File: src/design/boot_pin_pkg.sv
`default_nettype none
package boot_pin_pkg;
	localparam int unsigned NUM_PINS = 60;
	// Boot-select input pin positions
	localparam int unsigned SEL0_PIN = 30;
	localparam int unsigned SEL1_PIN = 31;
	localparam int unsigned SEL2_PIN = 32;
	// Special pin positions
	localparam int unsigned MUX_CLK_PIN   = 16;
	localparam int unsigned MUX_OUT_PIN   = 21;
	localparam int unsigned FAIL_HI_PIN   = 45;
	localparam int unsigned FAIL_LO_PIN   = 50;
	localparam int unsigned SPI_SCLK_PIN  = 53;
	localparam int unsigned I2C_SCL_PIN   = 58;
	localparam int unsigned I2C_SDA_PIN   = 59;
	// Fixed masks: bit set means the pin is driven (oe), drives high (level) or is a muxed-bus input (in)
	localparam logic [59:0] ALL_OE_MASK   = 60'h008_0400_0000_0000;
	localparam logic [59:0] SPI_OE_MASK   = 60'h371_4000_0000_0000;
	localparam logic [59:0] SPI_HI_MASK   = 60'h051_4000_0000_0000;
	localparam logic [59:0] OTH_OE_MASK   = 60'h0A0_2000_0000_0000;
	localparam logic [59:0] OTH_HI_MASK   = 60'h0A0_2000_0000_0000;
	localparam logic [59:0] MUX_IN_MASK   = 60'h000_0000_089E_0000;
	// Boot-select encodings
	typedef enum logic [1:0] {
		mode_spi,
		mode_usb,
		mode_i2c,
		mode_muxbus
	} boot_mode_t;
	localparam logic [2:0] SEL_SPI_A = 3'h1;
	localparam logic [2:0] SEL_SPI_B = 3'h5;
	localparam logic [2:0] SEL_I2C_A = 3'h2;
	localparam logic [2:0] SEL_I2C_B = 3'h6;
	localparam logic [2:0] SEL_MUX   = 3'h0;
endpackage
`default_nettype wire

File: src/design/boot_mode_decode.sv
`default_nettype none
module boot_mode_decode
	import boot_pin_pkg::*;
(
	input  wire logic [2:0] boot_select,
	output boot_mode_t      mode
);
	// Map the three select straps onto a boot mode; others fall to USB
	always_comb begin
		unique case (boot_select)
			SEL_SPI_A, SEL_SPI_B: mode = mode_spi;
			SEL_I2C_A, SEL_I2C_B: mode = mode_i2c;
			SEL_MUX:              mode = mode_muxbus;
			default:              mode = mode_usb;
		endcase
	end
endmodule
`default_nettype wire

File: src/design/boot_mode_pin_defaults.sv
`default_nettype none
module boot_mode_pin_defaults
	import boot_pin_pkg::*;
(
	input  wire logic        ref_clk,
	input  wire logic        rst,
	input  wire logic [59:0] pin_in,
	input  wire logic        fw_takeover,
	input  wire logic        spi_boot_fail,
	input  wire logic        spi_sclk,
	input  wire logic        spi_active,
	input  wire logic        i2c_scl_drive_low,
	input  wire logic        i2c_sda_drive_low,
	input  wire logic        i2c_active,
	input  wire logic        muxbus_out,
	output logic      [59:0] pin_out,
	output logic      [59:0] pin_oe,
	output logic      [2:0]  boot_select_r,
	output logic             muxbus_clk_r,
	output logic      [5:0]  muxbus_in_r,
	output logic             mode_valid_r,
	output logic      [1:0]  boot_mode_r,
	output logic             loader_active_r
);
	boot_mode_t mode_dec;
	boot_mode_t mode_r;
	logic       fail_r;
	logic [59:0] pin_out_nxt;
	logic [59:0] pin_oe_nxt;

	// Decode the live straps so the mode is latched together with them
	boot_mode_decode u_dec (
		.boot_select ({pin_in[SEL2_PIN], pin_in[SEL1_PIN], pin_in[SEL0_PIN]}),
		.mode        (mode_dec)
	);

	// Straps and mode latched once; avoids a stale-mode pattern in the first cycle
	always_ff @(posedge ref_clk) begin
		if (rst) begin
			boot_select_r <= 3'h0;
			mode_valid_r  <= 1'b0;
			mode_r        <= mode_usb;
		end else if (!mode_valid_r) begin
			boot_select_r <= {pin_in[SEL2_PIN], pin_in[SEL1_PIN], pin_in[SEL0_PIN]};
			mode_valid_r  <= 1'b1;
			mode_r        <= mode_dec;
		end
	end

	// Loader phase ends for good when firmware claims the pins
	always_ff @(posedge ref_clk) begin
		if (rst) begin
			loader_active_r <= 1'b1;
		end else if (fw_takeover && mode_valid_r) begin
			loader_active_r <= 1'b0;
		end
	end

	// Sticky SPI failure flag; set only in SPI mode
	always_ff @(posedge ref_clk) begin
		if (rst) begin
			fail_r <= 1'b0;
		end else if (spi_boot_fail && mode_r == mode_spi && mode_valid_r) begin
			fail_r <= 1'b1;
		end
	end

	// Build the pattern for the latched mode
	always_comb begin
		pin_oe_nxt  = ALL_OE_MASK;
		pin_out_nxt = '0;
		unique case (mode_r)
			mode_spi: begin
				pin_oe_nxt  = pin_oe_nxt | SPI_OE_MASK;
				pin_out_nxt = SPI_HI_MASK;
				pin_out_nxt[SPI_SCLK_PIN] = spi_active & spi_sclk;
				pin_oe_nxt[FAIL_HI_PIN]   = fail_r;
				pin_out_nxt[FAIL_HI_PIN]  = fail_r;
				pin_oe_nxt[FAIL_LO_PIN]   = fail_r;
			end
			mode_muxbus: begin
				pin_oe_nxt  = pin_oe_nxt | OTH_OE_MASK;
				pin_out_nxt = OTH_HI_MASK;
				pin_oe_nxt[MUX_OUT_PIN]  = 1'b1;
				pin_out_nxt[MUX_OUT_PIN] = muxbus_out;
			end
			mode_i2c: begin
				pin_oe_nxt  = pin_oe_nxt | OTH_OE_MASK;
				pin_out_nxt = OTH_HI_MASK;
				pin_oe_nxt[I2C_SCL_PIN] = i2c_active & i2c_scl_drive_low;
				pin_oe_nxt[I2C_SDA_PIN] = i2c_active & i2c_sda_drive_low;
			end
			mode_usb: begin
				pin_oe_nxt  = pin_oe_nxt | OTH_OE_MASK;
				pin_out_nxt = OTH_HI_MASK;
			end
		endcase
		if (!mode_valid_r) begin
			pin_oe_nxt  = '0;
			pin_out_nxt = '0;
		end
	end

	// Register pins; released to tristate once firmware owns them
	always_ff @(posedge ref_clk) begin
		if (rst || !loader_active_r) begin
			pin_oe  <= '0;
			pin_out <= '0;
		end else begin
			pin_oe  <= pin_oe_nxt;
			pin_out <= pin_out_nxt;
		end
	end

	// Sample muxed-bus clock and inputs only in muxed mode
	always_ff @(posedge ref_clk) begin
		if (rst) begin
			muxbus_clk_r <= 1'b0;
			muxbus_in_r  <= 6'h00;
			boot_mode_r  <= 2'h0;
		end else begin
			boot_mode_r <= mode_r;
			if (mode_r == mode_muxbus && loader_active_r) begin
				muxbus_clk_r <= pin_in[MUX_CLK_PIN];
				muxbus_in_r  <= {pin_in[27], pin_in[23], pin_in[20:17]};
			end else begin
				muxbus_clk_r <= 1'b0;
				muxbus_in_r  <= 6'h00;
			end
		end
	end

	// Checks
	property p_mid_tristate;
		@(posedge ref_clk) disable iff (rst) (pin_oe & 60'h002_9BFE_3740_FFFF) == '0;
	endproperty
	a_mid_tristate: assert property (p_mid_tristate) else $error("general pin driven");
	property p_low_pins;
		@(posedge ref_clk) disable iff (rst) loader_active_r && $past(mode_valid_r) && $past(loader_active_r) |->
			pin_oe[42] && pin_oe[51] && !pin_out[42] && !pin_out[51];
	endproperty
	a_low_pins: assert property (p_low_pins) else $error("pins 42/51 not low");
	property p_sel_inputs;
		@(posedge ref_clk) disable iff (rst) !pin_oe[30] && !pin_oe[31] && !pin_oe[32];
	endproperty
	a_sel_inputs: assert property (p_sel_inputs) else $error("select pin driven");
	property p_mode_stable;
		@(posedge ref_clk) disable iff (rst) $past(mode_valid_r) && mode_valid_r |-> $stable(boot_select_r);
	endproperty
	a_mode_stable: assert property (p_mode_stable) else $error("select changed");
	property p_spi_high;
		@(posedge ref_clk) disable iff (rst) mode_r == mode_spi && mode_valid_r && loader_active_r ##1 loader_active_r
			|-> pin_oe[46] && pin_out[46] && pin_oe[54] && pin_oe[56] && !pin_out[56];
	endproperty
	a_spi_high: assert property (p_spi_high) else $error("SPI pattern wrong");
	property p_fail;
		@(posedge ref_clk) disable iff (rst) fail_r && mode_r == mode_spi ##1 loader_active_r
			|-> pin_oe[45] && pin_out[45] && pin_oe[50] && !pin_out[50];
	endproperty
	a_fail: assert property (p_fail) else $error("fail pins wrong");
	property p_release;
		@(posedge ref_clk) disable iff (rst) !loader_active_r |=> pin_oe == '0;
	endproperty
	a_release: assert property (p_release) else $error("pins held after takeover");
	property p_other_55;
		@(posedge ref_clk) disable iff (rst) mode_r != mode_spi && mode_valid_r && loader_active_r ##1 loader_active_r
			|-> pin_oe[55] && pin_out[55] && pin_out[53] && !pin_oe[46];
	endproperty
	a_other_55: assert property (p_other_55) else $error("non-SPI pattern wrong");
	property p_clk_in;
		@(posedge ref_clk) disable iff (rst) mode_r == mode_muxbus && loader_active_r
			|=> !pin_oe[MUX_CLK_PIN] && muxbus_clk_r == $past(pin_in[MUX_CLK_PIN]);
	endproperty
	a_clk_in: assert property (p_clk_in) else $error("muxed clock input not sampled");
	property p_bus_inputs;
		@(posedge ref_clk) disable iff (rst) mode_r == mode_muxbus && loader_active_r
			|=> (pin_oe & MUX_IN_MASK) == '0
			&& muxbus_in_r == {$past(pin_in[27]), $past(pin_in[23]), $past(pin_in[20:17])};
	endproperty
	a_bus_inputs: assert property (p_bus_inputs) else $error("muxed inputs wrong");
	property p_bus_out;
		@(posedge ref_clk) disable iff (rst) mode_r == mode_muxbus && mode_valid_r && loader_active_r
			|=> pin_oe[MUX_OUT_PIN] && pin_out[MUX_OUT_PIN] == $past(muxbus_out);
	endproperty
	a_bus_out: assert property (p_bus_out) else $error("muxed output pin wrong");
	property p_fail_low;
		@(posedge ref_clk) disable iff (rst) pin_oe[FAIL_LO_PIN] |-> !pin_out[FAIL_LO_PIN] && $past(fail_r);
	endproperty
	a_fail_low: assert property (p_fail_low) else $error("pin 50 driven without SPI failure");
	property p_spi_low;
		@(posedge ref_clk) disable iff (rst) mode_r == mode_spi && mode_valid_r && loader_active_r
			|=> pin_oe[56] && !pin_out[56] && pin_oe[57] && !pin_out[57] && !pin_oe[55] && pin_out[54];
	endproperty
	a_spi_low: assert property (p_spi_low) else $error("SPI low pins wrong");
	property p_spi_clk;
		@(posedge ref_clk) disable iff (rst) mode_r == mode_spi && mode_valid_r && loader_active_r
			|=> pin_oe[SPI_SCLK_PIN] && pin_out[SPI_SCLK_PIN] == ($past(spi_active) && $past(spi_sclk));
	endproperty
	a_spi_clk: assert property (p_spi_clk) else $error("SPI clock pin wrong");
	property p_i2c_pins;
		@(posedge ref_clk) disable iff (rst) mode_r == mode_i2c && mode_valid_r && loader_active_r
			|=> pin_oe[I2C_SCL_PIN] == ($past(i2c_active) && $past(i2c_scl_drive_low))
			&& pin_oe[I2C_SDA_PIN] == ($past(i2c_active) && $past(i2c_sda_drive_low))
			&& !pin_out[I2C_SCL_PIN] && !pin_out[I2C_SDA_PIN];
	endproperty
	a_i2c_pins: assert property (p_i2c_pins) else $error("I2C pins wrong");
	property p_i2c_idle;
		@(posedge ref_clk) disable iff (rst) mode_r != mode_i2c
			|=> !pin_oe[I2C_SCL_PIN] && !pin_oe[I2C_SDA_PIN];
	endproperty
	a_i2c_idle: assert property (p_i2c_idle) else $error("I2C pins driven outside I2C mode");
endmodule
`default_nettype wire

File: config.mk
export PLATFORM = sky130hd
export DESIGN_NAME = boot_mode_pin_defaults
export DESIGN_NICKNAME = d
export VERILOG_FILES = /design/src/design/boot_pin_pkg.sv /design/src/design/boot_mode_decode.sv /design/src/design/boot_mode_pin_defaults.sv
export SDC_FILE = /design/constraint.sdc
export NUM_CORES = 1
export LEC_CHECK = 0
export BUFFER_PORTS_ARGS = -buffer_cell sky130_fd_sc_hd__buf_4
export CORE_AREA = 2 2 79 81
export DETAILED_ROUTE_END_ITERATION = 7
export DIE_AREA = 0 0 81 83
export PLACE_DENSITY = 0.78
export SYNTH_ARGS = -nofsm -noshare
export SYNTH_HDL_FRONTEND = slang
export SYNTH_SLANG_ARGS = --single-unit
File: constraint.sdc
create_clock -name ref_clk -period 2.6 [get_ports ref_clk]
set_input_delay 0.26 -clock ref_clk [delete_from_list [all_inputs] [get_ports ref_clk]]
set_output_delay 0.26 -clock ref_clk [all_outputs]
set_load 0.1 [all_outputs]
; ---- Yosys cells after proc, flatten, opt, wreduce, memory -nomap -nowiden
; Index checks and enable logic that the tools add are counted.
[word_totals]
regBits = 137
in_bits = 70
output_inout_bits = 134
elab_cells = 39
[op_classes]
eq_ne = 7
muxes = 4
bitwise_logic = 5
n_reduce_logical = 13
[op_table]
columns = operator, count
row1 = $pmux W60 S4, 1
row2 = $pmux W60 S3, 1
row3 = $reduce_or A2 Y1, 5
row4 = $eq A3 B3 Y1 const B, 2
row5 = $pmux W2 S3, 1
row6 = $eq A2 B2 Y1 const B, 2
row7 = $logic_and A1 B1 Y1, 4
row8 = $and A1 B1 Y1, 3
row9 = $eq A3 B1 Y1 const B, 1
row10 = $eq A3 B2 Y1 const B, 1
row11 = $logic_not A3 Y1, 1
row12 = $eq A2 B1 Y1 const B, 1
row13 = $logic_not A2 Y1, 1
row14 = $not A1 Y1, 2
row15 = $logic_not A1 Y1, 1
row16 = $logic_or A1 B1 Y1, 1
row17 = $mux W1, 1

; ---- Logic depth before layout (Yosys ltp)
[logic_depth]
word_depth = 4
ltp_mapped = 4
depth_no_buf = 4

; ---- Hierarchy
; Synthesis repeated with hierarchy kept, for this count alone.
[unflattened]
cells_unflattened = 187
hier_area_um2 = 1704.1
[modules_own_cells]
columns = mod, instances, cells_each, area_per_inst_um2, seq_area_each_um2
row1 = boot_mode_pin_defaults, 1, 184, 1682.9, 540.5
row2 = boot_mode_decode, 1, 3, 21.3, 0.0

; ---- Worst setup path after synthesis
; No wires, ideal clock.
[synth_timing]
path_kind = reg-to-output
startpoint = register, netlist name pin_out[54]
endpoint = output port pin_oe[48]
arrival_ns = 1.500
required_ns = 2.340
setup_slack_ns = 0.840
path_stages_with_launch = 2
path_buffers = 1
cell_sequence = dfxtp_1 buf_4
[synth_rtl]
columns = element, line
row1 = "end, declared", boot_mode_pin_defaults.sv:17  ; output logic [59:0] pin_oe,

; ---- Final worst setup path
[layout_timing]
startpoint = register mode_valid_r
endpoint = output port mode_valid_r
[layout_rtl]
columns = element, line
row1 = "start, declared", boot_mode_pin_defaults.sv:21  ; output logic mode_valid_r,
row2 = "start signal, assigned", boot_mode_pin_defaults.sv:41  ; mode_valid_r <= 1'b0;
row3 = "start signal, assigned", boot_mode_pin_defaults.sv:45  ; mode_valid_r <= 1'b1;
; No word-level cell between the ends.

==> results by group <==
Timing
  – Final-report hold violation count: 0
  – Final number of setup-violating endpoints: 0
  – Slew margin rel.: 0.635
  – Final Max Tran Viols: 0
  – Fmax: 0.620 GHz
  – Setup TNS: 0 ns
  – Clock skew: about 0.0026 ns
  – Final Critical Period: roughly 1.6 ns
  – Final Cycle Share: 0.620
  – Setup repair after global routing missed its margin: no
  – Worst Max-Slew Pin Slew: 0.547 ns
  – Hold Slack: around 0.18 ns

Route
  – Vias per std cell: around 3.2
  – Drt drc: 0
  – Drt pass-1 iters: 4
  – Antenna viol nets, final: 0
  – Initial DRC count: 16
  – Vias: around 1,000
  – Avg WL per Cell: ~8.7 um
  – Post-Route WL: 2.67 mm

Setup path
  – Crit path max fanout: 12
  – WP data required: about 2.3 ns
  – CP Capture Type: primary output
  – R2r setup slk: 1.35 ns
  – CP max-delay cell: dfxtp_1
  – Element type at the critical path start: register
  – Crit path largest cell delay: ~0.68 ns
  – Critical path, cell by cell: buf_4
  – Buffers & Inverters on Critical Path: 1
  – Critical path type: reg -> out
  – CP startpoint: mode_valid_r$_DFF_P_
  – Critical path arrival: 1.35 ns
  – Origin of the critical flop-to-flop path: mode_valid_r$_DFF_P_
  – Crit-path leading delay family: flip-flops

Synth
  – Seq/Total Area, Yosys: 0.318
  – Most frequent cell after synthesis: buf_4
  – Synth Register Bits: 27
  – Mapped Cells: roughly 190
  – Syn Std Cell Area: approximately 0.0017 mm2
  – Yosys warnings: 0
  – EDFF count, synth: 0
  – Top-area cell type share of the netlist area: 0.490
  – Async set or reset register ratio after synthesis: 0
  – Synth cell count leaders: buf_4 (111), dfxtp_1 (27), nor2_1 (8)
  – Dominant cells by area after synthesis: buf_4 (49%), dfxtp_1 (32%), and2_1 (2.6%), mux2i_1 (1.8%), nor2_1 (1.8%)
  – Avg Inst Size Synth: about 9 um2
  – Synth cell types: 23
  – Area leader, netlist: buf_4
  – Synth Flop Type: dfxtp_1

Power
  – Sequential power share: 0.290
  – Worst vdd ir: 0.275 mV
  – Leak Pwr: around 1.0 nW
  – Comb pwr share: 0.549
  – Clk pwr share: 0.160
  – P_int: around 0.0006 W
  – Switching share of total power: 0.612
  – PwrDens: around 860 mW/mm2
  – Power Total: 0.00154 W
  – Net Sw Power: about 0.00094 W

Clock tree
  – Cts repair resizes: 0
  – Root Driver: clkbuf_8
  – Post-CTS setup buffer count: 0
  – Max clock buf depth: 2
  – CTS tree: built
  – Clock slew at reported path FFs: approximately 0.10 ns
  – CTS Buf Count: 3
  – CTS Hold Bufs: 0
  – Total clock sinks: 27
  – Htree depth: 1
  – Worst-Skew Late Latency: ~0.27 ns

Finish
  – N_diodes: 0
  – Final cell count without fillers: about 310
  – Final instance area: 0.00179 mm2
  – Syn-to-layout area delta: 5.00%
  – Layout cell share with drive strength beyond 1: 0.270
  – Nets: between 300 and 400

GRT
  – First-pass GRT wire length: ~3.6 mm
  – Tot GR Track Use: 0.0717
  – Grt ovf: 0
  – Largest net degree at the start of global routing: 17
  – Vias in the first global route: between 700 and 800
  – Initial antenna violation count: 0

Die
  – Row cnt: 28
  – CORE AREA: about 0.0058 mm2
  – Die W: between 80 and 90 um
  – Initial Utilization: 0.293
  – Io pins: slightly above 200
  – Die Span Y: 83 um
  – Area of the die: 0.00672 mm2

Hold path
  – HP Class: in -> reg
  – Hold_sp: pin_in[18]

Place
  – Post-DP Area: ~0.0017 mm2
  – Hpwl dp: 2.24 mm
  – Port Buffers: 56
  – RePlAce Congestion: ~0.60
  – Placed Instances: 304

Flow run
  – Max-cap violations: 0

Outcome
  – Outcome: completed
==> worst paths after layout <==
check,to,cells past startpoint
worst min-delay path,muxbus_in_r[1]$_SDFF_PP0_,2
worst max-delay path,mode_valid_r,1
worst max register to register,pin_oe[58]$_SDFF_PP0_,2
worst min register to register,fail_r$_SDFFE_PP0P_,2
==> flip-flops by register name, indices dropped and copies added (netlist names) <==
register and count:
mode_r 2, muxbus_in_r 6, fail_r 1, loader_active_r 1, muxbus_clk_r 1, boot_select_r 3
boot_mode_r 2, mode_valid_r 1, pin_oe 6, pin_out 4
==> kinds of logic (layout without fill, tap and decap cells) <==
| group | after synthesis | after routing | share of synthesized area |
|---|---|---|---|
| AO/OA/AOI/OAI | 6 | 6 | 0.0213 |
| flip-flops | 27 | 27 | 0.318 |
| multiplexers | 3 | 3 | 0.0176 |
| buffers and inverters | 119 | 67 | 0.508 |
| adder cells (fa/ha/maj) | 2 | 2 | 0.0147 |
| AND/OR/NAND/NOR | 31 | 31 | 0.118 |
| other | 1 | 97 | 0.00220 |
==> stage by stage <==
| step | utilization | worst slack (ns) |
|---|---|---|
| after floorplan | - | 0.840 |
| after global placement | 0.299 | 1.28 |
| after detailed placement | 0.299 | 1.29 |
| after CTS | 0.307 | 0.961 |
| after global routing | 0.307 | 0.898 |
| final | 0.307 | 0.988 |
==> cell usage in the layout (no fill, tap or decap), drive strengths merged, types with 3 or more instances in the layout <==
| cell | n |
|---|---|
| and2 | 7 |
| inv | 7 |
| dfxtp | 27 |
| nor2 | 8 |
| conb | 97 |
| clkbuf | 3 |
| nand2 | 3 |
| mux2i | 3 |
| a21oi | 3 |
| buf | 56 |
| nor2b | 3 |
==> cell type report <==
type	instances	area (um2)
multi-input cells	139	657
clock buffers	3	41.3
clock inverters	1	7.51
fillers	622	4030
repair buffers	56	420
well taps	75	93.8
inverters	7	26.3
flip-flops and latches	27	541
==> routing by layer <==
metal,wire length [um],vias up,GRT usage
met5,0,-,0
met4,19,0,0.0185
met3,426,2,0.0261
met2,1310,101,0.128
met1,910,431,0.0781
li1,-,463,-
==> power by group through the flow <==
stage	clock, W	combinational (W)	sequential [W]
after global routing	0.000285	0.000861	0.000450
final	0.000246	0.000844	0.000446
after CTS	0.000268	0.000843	0.000447
after detailed placement	0	0.000842	0.000457
after floorplan	0	0.000806	0.000553
after global placement	0	0.000840	0.000456
Note: power is estimated with default switching activity, not from simulation.
